--- config.mk ---
export PLATFORM = sky130hd
export DESIGN_NAME = vcl_ctrl
export DESIGN_NICKNAME = d
export VERILOG_FILES = /design/src/shared/vcl_pkg.sv /design/src/hw/vcl_ctrl.sv /design/src/hw/vcl_clk_div.sv
export SDC_FILE = /design/constraint.sdc
export NUM_CORES = 1
export LEC_CHECK = 0
export BUFFER_PORTS_ARGS = -buffer_cell sky130_fd_sc_hd__buf_2
export CAP_MARGIN = 20
export CORE_MARGIN = 2
export CORE_UTILIZATION = 50
export CTS_BUF_LIST = sky130_fd_sc_hd__clkbuf_8 sky130_fd_sc_hd__clkbuf_16
export DETAILED_ROUTE_END_ITERATION = 12
export PLACE_DENSITY = 0.84
export SLEW_MARGIN = 20
export SYNTH_ARGS = -nofsm -noshare
export SYNTH_HDL_FRONTEND = slang
export SYNTH_SLANG_ARGS = --single-unit
--- constraint.sdc ---
create_clock -name pclk -period 3 [get_ports pclk]
set_clock_uncertainty 0.2 [all_clocks]
set_input_delay 0.3 -clock pclk [delete_from_list [all_inputs] [get_ports pclk]]
set_output_delay 0.3 -clock pclk [all_outputs]
set_load 0.005 [all_outputs]
--- src/shared/vcl_pkg.sv ---
// constants, types and register map of the oscillator calibration block
package vcl_pkg;

  // clock and timing
  localparam int CLK_PERIOD_NS  = 10;
  localparam int RANGE_CODES    = 64;
  localparam int CAL_TOTAL_MS   = 180;
  localparam int LOCK_ACQ_US    = 250;
  localparam int CAL_STEP_NS    = (CAL_TOTAL_MS * 1000000) / RANGE_CODES;
  localparam int CAL_STEP_CYC   = CAL_STEP_NS / CLK_PERIOD_NS;
  localparam int LOCK_ACQ_CYC   = (LOCK_ACQ_US * 1000) / CLK_PERIOD_NS;
  localparam int TIMER_W        = 20;

  // widths
  localparam int CODE_W         = 6;
  localparam int PIN_RANGE_W    = 4;
  localparam int SYNC_W         = 12;
  localparam int TMR_N          = 3;
  localparam int ADDR_W         = 8;
  localparam int DATA_W         = 32;
  localparam int FLT_W          = 8;
  localparam int ERRCNT_W       = 8;

  // register byte addresses
  localparam logic [7:0] ADDR_CTRL   = 8'h00;
  localparam logic [7:0] ADDR_STATUS = 8'h04;
  localparam logic [7:0] ADDR_ERRCNT = 8'h08;

  // control register fields
  localparam int CTRL_FLT_LSB   = 0;
  localparam int CTRL_RECAL_BIT = 8;
  localparam logic [7:0] FLT_RESET = 8'h10;

  // status register fields
  localparam int ST_STATE_LSB   = 0;
  localparam int ST_FLOCK_BIT   = 3;
  localparam int ST_RLOCK_BIT   = 4;
  localparam int ST_MODE_LSB    = 5;
  localparam int ST_ERR_BIT     = 7;
  localparam int ST_CODE_LSB    = 8;
  localparam int ST_CAL_BIT     = 14;
  localparam int ST_REF_BIT     = 15;

  // divider counts in oscillator edges
  localparam logic [2:0] DIV_EDGES_X3 = 3'h5;
  localparam logic [2:0] DIV_EDGES_X4 = 3'h7;

  // operating modes
  localparam logic [1:0] MODE_HOLD   = 2'h0;
  localparam logic [1:0] MODE_RELOCK = 2'h1;
  localparam logic [1:0] MODE_MANUAL = 2'h2;

  typedef enum logic [2:0] {
    VCL_ST_RSTW = 3'b000,
    VCL_ST_CAL  = 3'b001,
    VCL_ST_ACQ  = 3'b011,
    VCL_ST_LOCK = 3'b010,
    VCL_ST_MAN  = 3'b110
  } vcl_state_t;

endpackage

--- src/hw/vcl_ctrl.sv ---
// oscillator calibration, lock filtering and upset-tolerant loop control
//
// Chosen here: the address map and the APB register port.
module vcl_ctrl #(
  parameter int CAL_STEP_CYCLES = vcl_pkg::CAL_STEP_CYC,
  parameter int LOCK_ACQ_CYCLES = vcl_pkg::LOCK_ACQ_CYC
) (
  input  wire logic                            pclk,
  input  wire logic                            presetn,
  input  wire logic                            psel,
  input  wire logic                            penable,
  input  wire logic                            pwrite,
  input  wire logic [vcl_pkg::ADDR_W-1:0]      paddr,
  input  wire logic [vcl_pkg::DATA_W-1:0]      pwdata,
  output logic      [vcl_pkg::DATA_W-1:0]      prdata,
  output logic                                 pready,
  output logic                                 pslverr,
  input  wire logic                            ratio_sel,
  input  wire logic                            manual_tuning_select,
  input  wire logic                            relock_on_loss_enable,
  input  wire logic [vcl_pkg::PIN_RANGE_W-1:0] vcxo_range_pins,
  input  wire logic                            ext_reset_n,
  input  wire logic                            single_ended_ref_in,
  input  wire logic                            differential_ref_in,
  input  wire logic                            pll_lock_raw,
  input  wire logic                            vcxo_osc,
  output logic      [vcl_pkg::CODE_W-1:0]      vcxo_range_code,
  output logic                                 vcxo_fine_sel,
  output logic                                 ref_clk_out,
  output logic                                 cal_active,
  output logic                                 locked,
  output logic                                 error,
  output logic                                 clk_hi_out,
  output logic                                 clk_mid_out,
  output logic                                 clk_lo_out
);
  import vcl_pkg::*;

  // pin synchroniser
  logic [SYNC_W-1:0]      sync1_ff;
  logic [SYNC_W-1:0]      sync2_ff;
  logic                   ratio_s;
  logic                   manual_s;
  logic                   relock_s;
  logic [PIN_RANGE_W-1:0] range_s;
  logic                   ext_rst_s;
  logic                   se_ref_s;
  logic                   diff_ref_s;
  logic                   lock_raw_s;
  logic                   osc_s;

  // triplicated loop control
  vcl_state_t             st_ff [TMR_N];
  logic [CODE_W-1:0]      code_ff [TMR_N];
  logic [2:0]             st_vote_bits;
  vcl_state_t             st_v;
  logic [CODE_W-1:0]      code_v;
  vcl_state_t             nxt_st;
  logic [CODE_W-1:0]      nxt_code;
  logic                   mismatch;

  // timers, filter, outputs
  logic [TIMER_W-1:0]     timer_ff;
  logic [TIMER_W-1:0]     nxt_timer;
  logic [FLT_W-1:0]       flt_cnt_ff;
  logic [FLT_W-1:0]       nxt_flt_cnt;
  logic                   flt_lock_ff;
  logic                   nxt_flt_lock;
  logic [FLT_W-1:0]       flt_len;
  logic [CODE_W-1:0]      range_ff;
  logic                   fine_ff;
  logic                   ref_ff;
  logic                   locked_ff;
  logic                   err_ff;
  logic                   cal_ff;

  // register file
  logic [FLT_W-1:0]       flt_thr_ff;
  logic [ERRCNT_W-1:0]    errcnt_ff;
  logic [ERRCNT_W-1:0]    nxt_errcnt;
  logic [DATA_W-1:0]      rdata_ff;
  logic [DATA_W-1:0]      rd_mux;
  logic [DATA_W-1:0]      status_word;
  logic                   setup_ph;
  logic                   access_wr;
  logic                   hit_ctrl;
  logic                   hit_status;
  logic                   hit_errcnt;
  logic                   addr_ok;
  logic                   recal_req;

  // decoded conditions
  logic [1:0]             op_mode;
  logic                   auto_mode;
  logic                   ref_comb;
  logic [CODE_W-1:0]      manual_code;
  logic                   step_done;
  logic                   acq_done;

  always_ff @(posedge pclk or negedge presetn) begin
    if (!presetn) begin
      sync1_ff <= '0;
      sync2_ff <= '0;
    end else begin
      sync1_ff <= {ratio_sel, manual_tuning_select, relock_on_loss_enable,
                   vcxo_range_pins, ext_reset_n, single_ended_ref_in,
                   differential_ref_in, pll_lock_raw, vcxo_osc};
      sync2_ff <= sync1_ff;
    end
  end

  assign {ratio_s, manual_s, relock_s, range_s, ext_rst_s, se_ref_s,
          diff_ref_s, lock_raw_s, osc_s} = sync2_ff;

  assign ref_comb    = se_ref_s | diff_ref_s;
  assign op_mode     = manual_s ? MODE_MANUAL :
                       (relock_s ? MODE_RELOCK : MODE_HOLD);
  assign auto_mode   = !manual_s;
  assign manual_code = {ext_rst_s, relock_s, range_s};

  // majority vote over the three copies
  assign st_vote_bits = (st_ff[0] & st_ff[1]) | (st_ff[0] & st_ff[2]) |
                        (st_ff[1] & st_ff[2]);
  assign st_v         = vcl_state_t'(st_vote_bits);
  assign code_v       = (code_ff[0] & code_ff[1]) | (code_ff[0] & code_ff[2])
                      | (code_ff[1] & code_ff[2]);
  assign mismatch     = (st_ff[0] != st_ff[1]) || (st_ff[0] != st_ff[2]) ||
                        (code_ff[0] != code_ff[1]) ||
                        (code_ff[0] != code_ff[2]);

  assign step_done = (timer_ff >= TIMER_W'(CAL_STEP_CYCLES - 1));
  assign acq_done  = (timer_ff >= TIMER_W'(LOCK_ACQ_CYCLES - 1));

  // calibration and lock sequencing
  always_comb begin
    nxt_st    = st_v;
    nxt_code  = code_v;
    nxt_timer = timer_ff + TIMER_W'(1);
    if (!auto_mode) begin
      nxt_st    = VCL_ST_MAN;
      nxt_timer = '0;
    end else if (!ext_rst_s) begin
      nxt_st    = VCL_ST_RSTW;
      nxt_timer = '0;
    end else if (recal_req) begin
      nxt_st    = VCL_ST_CAL;
      nxt_code  = '0;
      nxt_timer = '0;
    end else begin
      case (st_v)
        VCL_ST_RSTW, VCL_ST_MAN: begin
          nxt_st    = VCL_ST_CAL;
          nxt_code  = '0;
          nxt_timer = '0;
        end
        VCL_ST_CAL: begin
          if (step_done) begin
            nxt_timer = '0;
            if (lock_raw_s) begin
              nxt_st = VCL_ST_ACQ;
            end else begin
              nxt_code = code_v + CODE_W'(1);
            end
          end
        end
        VCL_ST_ACQ: begin
          if (flt_lock_ff) begin
            nxt_st    = VCL_ST_LOCK;
            nxt_timer = '0;
          end else if (acq_done) begin
            nxt_timer = '0;
            if (relock_s) begin
              nxt_st   = VCL_ST_CAL;
              nxt_code = '0;
            end
          end
        end
        VCL_ST_LOCK: begin
          nxt_timer = '0;
          if (!flt_lock_ff) begin
            if (relock_s) begin
              nxt_st   = VCL_ST_CAL;
              nxt_code = '0;
            end else begin
              nxt_st = VCL_ST_ACQ;
            end
          end
        end
        default: begin
          nxt_st    = VCL_ST_RSTW;
          nxt_timer = '0;
        end
      endcase
    end
  end

  // each copy reloads from the voted next value
  for (genvar g = 0; g < TMR_N; g++) begin : g_tmr
    always_ff @(posedge pclk or negedge presetn) begin
      if (!presetn) begin
        st_ff[g]   <= VCL_ST_RSTW;
        code_ff[g] <= '0;
      end else begin
        st_ff[g]   <= nxt_st;
        code_ff[g] <= nxt_code;
      end
    end
  end

  // lock filter: flips only after a run of opposite raw samples
  assign flt_len = (flt_thr_ff == '0) ? FLT_W'(1) : flt_thr_ff;

  always_comb begin
    nxt_flt_cnt  = flt_cnt_ff + FLT_W'(1);
    nxt_flt_lock = flt_lock_ff;
    if (lock_raw_s == flt_lock_ff) begin
      nxt_flt_cnt = '0;
    end else if (nxt_flt_cnt >= flt_len) begin
      nxt_flt_cnt  = '0;
      nxt_flt_lock = lock_raw_s;
    end
  end

  // upset counter, an event in the same cycle as a software clear leaves the count at 1, or at 0 when the count was saturated
  always_comb begin
    nxt_errcnt = errcnt_ff;
    if (access_wr && hit_errcnt) begin
      nxt_errcnt = '0;
    end
    if (mismatch && !err_ff && (errcnt_ff != '1)) begin
      nxt_errcnt = (access_wr && hit_errcnt) ? ERRCNT_W'(1)
                                             : errcnt_ff + ERRCNT_W'(1);
    end
  end

  always_ff @(posedge pclk or negedge presetn) begin
    if (!presetn) begin
      timer_ff    <= '0;
      flt_cnt_ff  <= '0;
      flt_lock_ff <= 1'b0;
      range_ff    <= '0;
      fine_ff     <= 1'b0;
      ref_ff      <= 1'b0;
      locked_ff   <= 1'b0;
      err_ff      <= 1'b0;
      cal_ff      <= 1'b0;
      errcnt_ff   <= '0;
    end else begin
      timer_ff    <= nxt_timer;
      flt_cnt_ff  <= nxt_flt_cnt;
      flt_lock_ff <= nxt_flt_lock;
      range_ff    <= manual_s ? manual_code : code_v;
      fine_ff     <= manual_s & ref_comb;
      ref_ff      <= ref_comb;
      locked_ff   <= manual_s ? lock_raw_s : flt_lock_ff;
      err_ff      <= mismatch;
      cal_ff      <= (nxt_st == VCL_ST_CAL);
      errcnt_ff   <= nxt_errcnt;
    end
  end

  // apb slave, zero wait states, read data captured in setup
  assign setup_ph   = psel && !penable;
  assign hit_ctrl   = (paddr == ADDR_CTRL);
  assign hit_status = (paddr == ADDR_STATUS);
  assign hit_errcnt = (paddr == ADDR_ERRCNT);
  assign addr_ok    = hit_ctrl || hit_status || hit_errcnt;
  assign access_wr  = psel && penable && pwrite && addr_ok;
  assign recal_req  = access_wr && hit_ctrl && pwdata[CTRL_RECAL_BIT];

  always_comb begin
    status_word = '0;
    status_word[ST_STATE_LSB +: 3]      = st_v;
    status_word[ST_FLOCK_BIT]           = flt_lock_ff;
    status_word[ST_RLOCK_BIT]           = lock_raw_s;
    status_word[ST_MODE_LSB +: 2]       = op_mode;
    status_word[ST_ERR_BIT]             = err_ff;
    status_word[ST_CODE_LSB +: CODE_W]  = range_ff;
    status_word[ST_CAL_BIT]             = cal_ff;
    status_word[ST_REF_BIT]             = ref_comb;
  end

  assign rd_mux = hit_ctrl   ? {{(DATA_W-FLT_W){1'b0}}, flt_thr_ff} :
                  hit_status ? status_word :
                  hit_errcnt ? {{(DATA_W-ERRCNT_W){1'b0}}, errcnt_ff} :
                  '0;

  always_ff @(posedge pclk or negedge presetn) begin
    if (!presetn) begin
      flt_thr_ff <= FLT_RESET;
      rdata_ff   <= '0;
    end else begin
      if (setup_ph) begin
        rdata_ff <= rd_mux;
      end
      if (access_wr && hit_ctrl) begin
        flt_thr_ff <= pwdata[CTRL_FLT_LSB +: FLT_W];
      end
    end
  end

  assign prdata  = rdata_ff;
  assign pready  = 1'b1;
  assign pslverr = psel && penable && !addr_ok;

  vcl_clk_div u_div (
    .pclk      (pclk),
    .presetn   (presetn),
    .osc_s     (osc_s),
    .ratio_sel (ratio_s),
    .clk_hi    (clk_hi_out),
    .clk_mid   (clk_mid_out),
    .clk_lo    (clk_lo_out)
  );

  assign vcxo_range_code = range_ff;
  assign vcxo_fine_sel   = fine_ff;
  assign ref_clk_out     = ref_ff;
  assign cal_active      = cal_ff;
  assign locked          = locked_ff;
  assign error           = err_ff;
endmodule

--- src/hw/vcl_clk_div.sv ---
// synchronous divider producing the three output clocks from the oscillator
module vcl_clk_div (
  input  wire logic pclk,
  input  wire logic presetn,
  input  wire logic osc_s,
  input  wire logic ratio_sel,
  output logic      clk_hi,
  output logic      clk_mid,
  output logic      clk_lo
);
  import vcl_pkg::*;

  logic       osc_d_ff;
  logic [2:0] cnt_ff;
  logic [2:0] nxt_cnt;
  logic [2:0] last_cnt;
  logic       osc_edge;
  logic       hi_ff;
  logic       mid_ff;
  logic       lo_ff;
  logic       nxt_mid;
  logic       nxt_lo;

  assign osc_edge = osc_s ^ osc_d_ff;
  assign last_cnt = ratio_sel ? DIV_EDGES_X4 : DIV_EDGES_X3;
  assign nxt_cnt  = (cnt_ff >= last_cnt) ? 3'h0 : cnt_ff + 3'h1;

  // x4 ratio: /2 and /4; x3 ratio: /1.5 (uneven duty) and /3
  assign nxt_mid = ratio_sel ? ~nxt_cnt[1] :
                   ((nxt_cnt == 3'h0) || (nxt_cnt == 3'h3));
  assign nxt_lo  = ratio_sel ? (nxt_cnt < 3'h4) : (nxt_cnt < 3'h3);

  always_ff @(posedge pclk or negedge presetn) begin
    if (!presetn) begin
      osc_d_ff <= 1'b0;
      cnt_ff   <= 3'h0;
      hi_ff    <= 1'b0;
      mid_ff   <= 1'b0;
      lo_ff    <= 1'b0;
    end else begin
      osc_d_ff <= osc_s;
      hi_ff    <= osc_s; // highest clock straight from oscillator
      if (osc_edge) begin
        cnt_ff <= nxt_cnt;
        mid_ff <= nxt_mid;
        lo_ff  <= nxt_lo;
      end
    end
  end

  assign clk_hi  = hi_ff;
  assign clk_mid = mid_ff;
  assign clk_lo  = lo_ff;
endmodule

==> parameters.txt, run 1 <==
Parameter                              Value

Global routing
  Initial antenna violation count    1
  First-pass GRT wire length    15270 um
  Number of global-route vias before repair    3267
  Maximum number of pins on one net before global-route repair    63
  Total global routing track utilization    19.15%
  Global route overflow    0

Finish
  Post-layout nets    585
  Count of placed standard cells in the final layout, fillers left out    629
  Share of post-route cells with drive strength above 1    21.24%
  Final Instance Area    5411 um2
  Syn-to-layout area delta    16.36%
  Antenna fix cells    0
  FF/Latch Area    2554 um2
  Fillers    727
  Footprint of the multi-input gates    1893 um2

Clock tree
  Number of sinks handled by clock tree synthesis    102
  Clock tree from TritonCTS    built
  Clock slew seen by the registers of the worst setup and hold paths    0.11 ns
  Worst skew pair latency    0.37 ns
  Number of buffers between clock root and the deepest sink    2
  Library cell used as clock root buffer    clkbuf_8
  Setup Fix Bufs, Post-CTS    0
  Number of levels the H-tree was split into    3
  Number of buffers created by CTS    9

Hold path
  Worst min path class    in -> reg
  Hold Path Origin    pwdata[8]
  Cell depth of the worst min-delay path    3
  Capture endpoint of the worst hold path    st_ff[0]$_DFF_PN0_

Placed design
  Setup slack at placement    0.3904 ns
  Gpl congestion    0.8786
  Placed wire-length estimate    6556 um
  Cell count after placement    592
  Count of input and output buffers    63
  Post-placement cell area    5025 um2

Logic synthesis
  Most frequent cells after synthesis    dfrtp_1, nand2_1, nor2_1, o21ai_0, inv_1
  Count of cell types in the netlist    59
  Most frequent cell after synthesis    dfrtp_1
  Main combinational cell family by area after synthesis    simple AND/OR/NAND/NOR gates
  Mux share of post-synthesis cell area    3.444%
  Library cell occupying the most area in the post-synthesis netlist    dfrtp_1
  Simple logic cell fraction of the synthesized area    15.47%
  Xor and xnor fraction of the mapped netlist area    4.708%
  Post-synthesis adder-cell area fraction    4.036%
  Warning count from the yosys run    0
  Leading cell types by total area after synthesis    dfrtp_1, ha_1, o21ai_0, buf_4, nand2_1
  Sequential area share after synthesis    54.91%
  Mean post-synth cell area    10.92 um2
  Predominant post-synthesis flop cell    dfrtp_1
  Yosys reg bits    102
  Post-Syn Area    4651 um2
  Synthesized netlist cell count    426
  Number of enable flip-flop cells after synthesis    0
  Share of Yosys cell area claimed by the top area cell type    54.34%
  Complex-gate fraction of the synthesized area    11.51%
  Ys async rst share    100.0%

Floorplanning
  Effective utilization at floorplan    50.81%
  Total die area    10090 um2
  Core area    9153 um2
  Height of the chip    100.4 um
  Die X-Extent    100.4 um
  Total number of placement rows    35
  Number of primary I/O pins    105

Setup path
  Worst reg2reg startpoint    flt_thr_ff[4]$_DFFE_PN1P_
  Setup slack, reg-to-reg    0.39 ns
  R2r worst-path depth    9
  Data arrival time of the critical path    2.63 ns
  Crit path capture type    register
  Worst endpoint required time    3.02 ns
  Endpoint of the lowest-slack register-to-register path    flt_cnt_ff[7]$_DFF_PN0_
  Crit path launch type    register
  Biggest fanout along the worst timing path    8
  Critical setup path kind    reg -> reg

Flow run
  Total of max-cap violations    0

Detailed routing
  Detail-routed net length per standard cell    14.58 um
  Final antenna-violating net count    0
  Initial DRC count    163
  Total wire length    9171 um
  DRC Markers    0
  DR pass1 iterations    4
  Routed vias/inst    5.275
  Vias after detailed routing    3318

Outcome
  Status    finished clean

STA
  Transition time at the pin with the least slew margin    0.7153 ns
  Hold violation count in the final report    0
  Setup repair after global routing missed its margin    no
  Slew margin rel.    52.02%
  Accumulated negative setup slack    0 ns
  Fin crit share    86.88%
  Fin worst setup slack    0.3937 ns
  Final number of setup-violating endpoints    0
  Maximum clock rate    0.3837 GHz
  Time the worst path needs with I/O delays and setup    2.606 ns
  Count of pins over their slew limit    0

Power and ir drop
  Cell Pwr Density    490.7 nW/um2
  Maximum resistive drop on vdd    244.0 uV
  Standby leakage power    0.002627 uW
[per-stage QoR]
stage          total power [uW]  utilization (%)  hold WS [ns]
2_1_floorplan              1732                -       -0.1956
3_3_place_gp               1825            54.90        0.1070
3_5_place_dp               1859            54.90        0.1179
4_1_cts                    2679            59.13       0.04987
5_1_grt                    2790            59.13       0.09735
6_report                   2655            59.13       0.07113
[worst max-delay path by stage]
stage                              endpoint  slack (ns)  depth (start not counted)                       from
floorplan           flt_lock_ff$_DFFE_PN0P_        0.67                          9  flt_thr_ff[4]$_DFFE_PN1P_
global placement    flt_cnt_ff[7]$_DFF_PN0_        0.49                          9  flt_thr_ff[4]$_DFFE_PN1P_
detailed placement  flt_cnt_ff[2]$_DFF_PN0_        0.39                          9  flt_thr_ff[4]$_DFFE_PN1P_
CTS                 flt_cnt_ff[7]$_DFF_PN0_        0.36                          9  flt_thr_ff[4]$_DFFE_PN1P_
global route          timer_ff[5]$_DFF_PN0_        0.20                          6      timer_ff[0]$_DFF_PN0_
finish              flt_cnt_ff[7]$_DFF_PN0_        0.39                          9  flt_thr_ff[4]$_DFFE_PN1P_
[routing by layer]
layer  up-vias  GRT usage [%]  share of wire (%)
li1       1601              -                  -
met1      1612          24.49                 44
met2        82          31.75                 49
met3        21          4.248                4.1
met4         2          7.692                2.0
met5         -              0               0.14
[registers in the layout (all words and copies together), names as in the netlist, 3 cells and up]
signal / count
flt_cnt_ff: 8
timer_ff: 20
flt_thr_ff: 8
code_ff: 6
prdata: 16
sync1_ff: 12
vcxo_range_code: 6
st_ff: 3
u_div.cnt_ff: 3
sync2_ff: 12
[critical path, cell delays in order (launching register included)]
cell and delay (ns):
dfstp_2 0.56, nor4_1 0.06, a41o_1 0.25, ha_1 0.26, nand2b_1 0.09, a21o_1 0.12, a21oi_1 0.06, o2111a_1 0.25
o211ai_1 0.50, nor2b_1 0.10
[power breakdown]
group          internal [uW]  switching, uW
Sequential              1450           58.3
Combinational            157            191
Clock                    311            487
Total                   1920            736
[what timing repair did]
action	in CTS	in global routing
hold endpoints to repair	60	0
resized for setup	0	0
hold buffers	21	0
[cell families after synthesis]
| group | after synthesis |
|---|---|
| AND/OR/NAND/NOR | 143 |
| flip-flops | 102 |
| AO/OA/AOI/OAI | 74 |
| buffers and inverters | 50 |
| XOR/XNOR | 25 |
| adder cells (fa/ha/maj) | 15 |
| multiplexers | 15 |
| other | 2 |
[cells in the final DEF, fill, tap and decap left out, types with 9 or more instances in the layout]
cell type      instances
nand3_1               18
ha_1                  15
inv_1                 21
nor2_1                33
dfrtp_1              101
xnor2_1               12
nor2_2                10
xor2_1                13
conb_1                19
clkbuf_8               9
nand2_1               37
dlygate4sd3_1         21
buf_2                 62
o21ai_0               29
[area by class of cell]
class	count	share of cell area, %
Inverter	21	1.457
Multi-Input combinational cell	291	34.98
Timing Repair Buffer	88	10.54
Clock inverter	7	0.9711
Sequential cell	102	47.19
Tap cell	111	2.566
Clock buffer	9	2.289
(Power assumes the default switching activity.)
==> run 2: changes to the inputs <==
--- a/config.mk
+++ b/config.mk
@@ -11,8 +11,9 @@
 export CORE_UTILIZATION = 50
 export CTS_BUF_LIST = sky130_fd_sc_hd__clkbuf_8 sky130_fd_sc_hd__clkbuf_16
 export DETAILED_ROUTE_END_ITERATION = 12
-export PLACE_DENSITY = 0.84
+export PLACE_DENSITY = 0.83
 export SLEW_MARGIN = 20
 export SYNTH_ARGS = -nofsm -noshare
 export SYNTH_HDL_FRONTEND = slang
+export SYNTH_HIERARCHICAL = 1
 export SYNTH_SLANG_ARGS = --single-unit
==> run 2 against run 1 <==
Against the previous run: hold slack better by 0.011 ns; sequential power is essentially flat; global-route usage up 0.098 points.
==> parameters.txt, run 2 <==
Parameter                              Value

Setup path
  Biggest fanout along the worst timing path    8
  Largest stage delay, worst path    0.41 ns
  Critical setup path kind    reg -> reg
  Cells along the critical path    nor4_1 -> a41o_1 -> ha_1 -> nand2b_1 -> a21o_1 -> a21oi_1 -> o2111a_1 -> o211ai_1 -> nor2b_1
  Critical-path cell with the highest stage delay    dfrtp_1
  Data arrival time of the critical path    2.69 ns
  Crit path launch type    register
  Worst endpoint required time    3.09 ns
  Crit path capture type    register
  Kind of cell adding the most delay to the critical path    compound AO/OA/AOI/OAI gates
  Count of buffering cells on the critical path with inverters included    0

Finish
  Post-layout nets    593
  Fillers    767
  Register containing the most flip-flops in the final layout    timer_ff
  Final Instance Area    5490 um2
  Antenna fix cells    0
  Top library cells by usage in the layout, fill and taps aside    dfrtp_1, buf_2, nand2_1, nor2_1, o21ai_0
  Max FFs per register    20
  Syn-to-layout area delta    16.05%
  Count of placed standard cells in the final layout, fillers left out    636
  Commonest non-fill, non-tap cell in the layout    dfrtp_1
  Share of post-route cells with drive strength above 1    21.33%

Global routing
  Global-route met3 utilization    4.141%
  Global route overflow    0
  Total global routing track utilization    19.24%
  Routing layer with the top usage in global route    met2
  Maximum number of pins on one net before global-route repair    63
  Met1 track demand over resource    23.15%
  Number of global-route vias before repair    3424
  Met2 Resource Use GR    34.03%
  First-pass GRT wire length    15480 um
  Initial antenna violation count    0

Detailed routing
  Vias after detailed routing    3469
  DRC Markers    0
  Final antenna-violating net count    0
  Total wire length    9596 um
  Initial DRC count    195
  DR pass1 iterations    4
  Detail-routed net length per standard cell    15.09 um
  Routed vias/inst    5.454

Logic synthesis
  Yosys reg bits    102
  Library cell occupying the most area in the post-synthesis netlist    dfrtp_1
  Synthesized netlist cell count    435
  Mean post-synth cell area    10.88 um2
  Most frequent cell after synthesis    dfrtp_1
  Number of enable flip-flop cells after synthesis    0
  Most frequent cells after synthesis    dfrtp_1, nand2_1, nor2_1, o21ai_0, nand3_1
  Ys async rst share    100.0%
  Sequential area share after synthesis    53.98%
  Count of cell types in the netlist    56
  Share of Yosys cell area claimed by the top area cell type    53.43%
  Predominant post-synthesis flop cell    dfrtp_1
  Post-Syn Area    4731 um2
  Warning count from the yosys run    6
  Leading cell types by total area after synthesis    dfrtp_1, ha_1, buf_4, nand2_1, o21ai_0

STA
  Setup repair after global routing missed its margin    no
  Time the worst path needs with I/O delays and setup    2.601 ns
  Maximum clock rate    0.3844 GHz
  Count of pins over their slew limit    0
  Hold violation count in the final report    0
  Transition time at the pin with the least slew margin    0.7762 ns
  Final number of setup-violating endpoints    0
  Min Hold Slack    0.08197 ns
  Fin crit share    86.70%
  Slew margin rel.    48.26%
  Accumulated negative setup slack    0 ns

Power and ir drop
  Seq pwr share    55.7%
  Standby leakage power    0.002627 uW
  Clk pwr share    31.6%
  Maximum resistive drop on vdd    248.3 uV
  Net switching power figure    696.0 uW
  Int Pwr    2008 uW
  Cell Pwr Density    492.5 nW/um2
  Fraction of power spent switching nets    25.74%
  Combinational power share    12.7%

Floorplanning
  Height of the chip    101.3 um
  Total number of placement rows    35
  Number of primary I/O pins    105
  Effective utilization at floorplan    51.44%
  Total die area    10260 um2
  Die X-Extent    101.3 um
  Core area    9196 um2

Clock tree
  Clock tree from TritonCTS    built
  Number of levels the H-tree was split into    3
  Number of buffers between clock root and the deepest sink    2
  Count of instances resized after the clock tree is built    0
  Number of buffers created by CTS    9
  Clock slew seen by the registers of the worst setup and hold paths    0.10 ns
  Worst skew pair latency    0.36 ns
  Library cell used as clock root buffer    clkbuf_8
  Number of sinks handled by clock tree synthesis    102

Hold path
  Worst min path class    in -> reg

Placed design
  Post-placement cell area    5084 um2
  Gpl congestion    0.8455
  Cell count after placement    600
  Count of input and output buffers    63
  Placed wire-length estimate    6854 um

Outcome
  Status    finished clean

Flow run
  Total of max-cap violations    0
run 2: cell count changes after synthesis, moves of 4 or more:
cell      before  now
nand3_1       18   23
a21oi_1        5   15
clkbuf_1       7   11
nor2_2        10    1
nor2_4         0    9
nor2_1        33   26
run 2: what timing repair did:
action | CTS | global route
endpoints found under the hold margin | 78 | 0
hold buffers | 21 | 0
setup buffers | 0 | 0
setup endpoints to repair | 0 | 0
run 2: logic make-up (layout without fill, tap and decap cells):
group / count (synthesis) / count (layout) / synth area share, %
flops: 102 / 102 / 53.98
fa+ha+maj: 15 / 15 / 3.967
buf+inv: 53 / 126 / 6.162
simple gates: 143 / 143 / 16.58
xor+xnor: 26 / 26 / 4.972
other cells: 2 / 19 / 0.1587
mux: 13 / 13 / 2.936
compound gates: 81 / 81 / 11.24
run 2: worst paths after layout:
| path | start | endpoint | slack, ns | cells past startpoint |
|---|---|---|---|---|
| max in group asynchronous | presetn | vcxo_range_code[4]$_DFF_PN0_ | 1.52 | 3 |
| min | paddr[6] | prdata[5]$_DFFE_PN0P_ | 0.08 | 4 |
| min in group asynchronous | presetn | flt_cnt_ff[7]$_DFF_PN0_ | 0.33 | 2 |
| min reg2reg | sync1_ff[2]$_DFF_PN0_ | sync2_ff[2]$_DFF_PN0_ | 0.15 | 0 |
| max | flt_thr_ff[5]$_DFFE_PN0P_ | flt_cnt_ff[5]$_DFF_PN0_ | 0.40 | 9 |
| max reg2reg | flt_thr_ff[5]$_DFFE_PN0P_ | flt_cnt_ff[5]$_DFF_PN0_ | 0.40 | 9 |
run 2: tightest hold or removal path, stage by stage:
cell and delay (ns):
buf_2 0.07, nor4_1 0.07, nand2_1 0.09, o31ai_1 0.08
run 2: metrics by stage:
step | worst slack [ns] | util, % | total power [uW]
4_1_cts | 0.3862 | 59.70 | 2735
3_3_place_gp | 0.4464 | 55.28 | 1824
6_report | 0.3989 | 59.70 | 2704
5_1_grt | 0.2071 | 59.70 | 2835
2_1_floorplan | 0.6688 | - | 1732
3_5_place_dp | 0.4030 | 55.28 | 1849
run 2: cell type report:
| type | instances | area, um2 | area share [%] |
|---|---|---|---|
| multi-input combinational | 297 | 1949 | 35.51 |
| clock inverter | 5 | 58.81 | 1.071 |
| tap | 111 | 138.9 | 2.530 |
| inverter | 21 | 78.83 | 1.436 |
| clock buffer | 10 | 137.6 | 2.507 |
| timing repair buffer | 90 | 573.1 | 10.44 |
| sequential | 102 | 2554 | 46.51 |
run 2: power by group through the flow:
stage | Combinational (uW) | Sequential (uW) | Clock [uW]
6_report | 343 | 1510 | 856
5_1_grt | 383 | 1510 | 938
4_1_cts | 346 | 1510 | 884
3_5_place_dp | 318 | 1530 | 0
3_3_place_gp | 297 | 1530 | 0
2_1_floorplan | 217 | 1510 | 0
run 2: per-layer routing:
layer | vias up | routed length [um]
li1 | 1631 | -
met1 | 1701 | 3996
met2 | 122 | 4935
met3 | 15 | 526
met4 | 0 | 138
met5 | - | 0
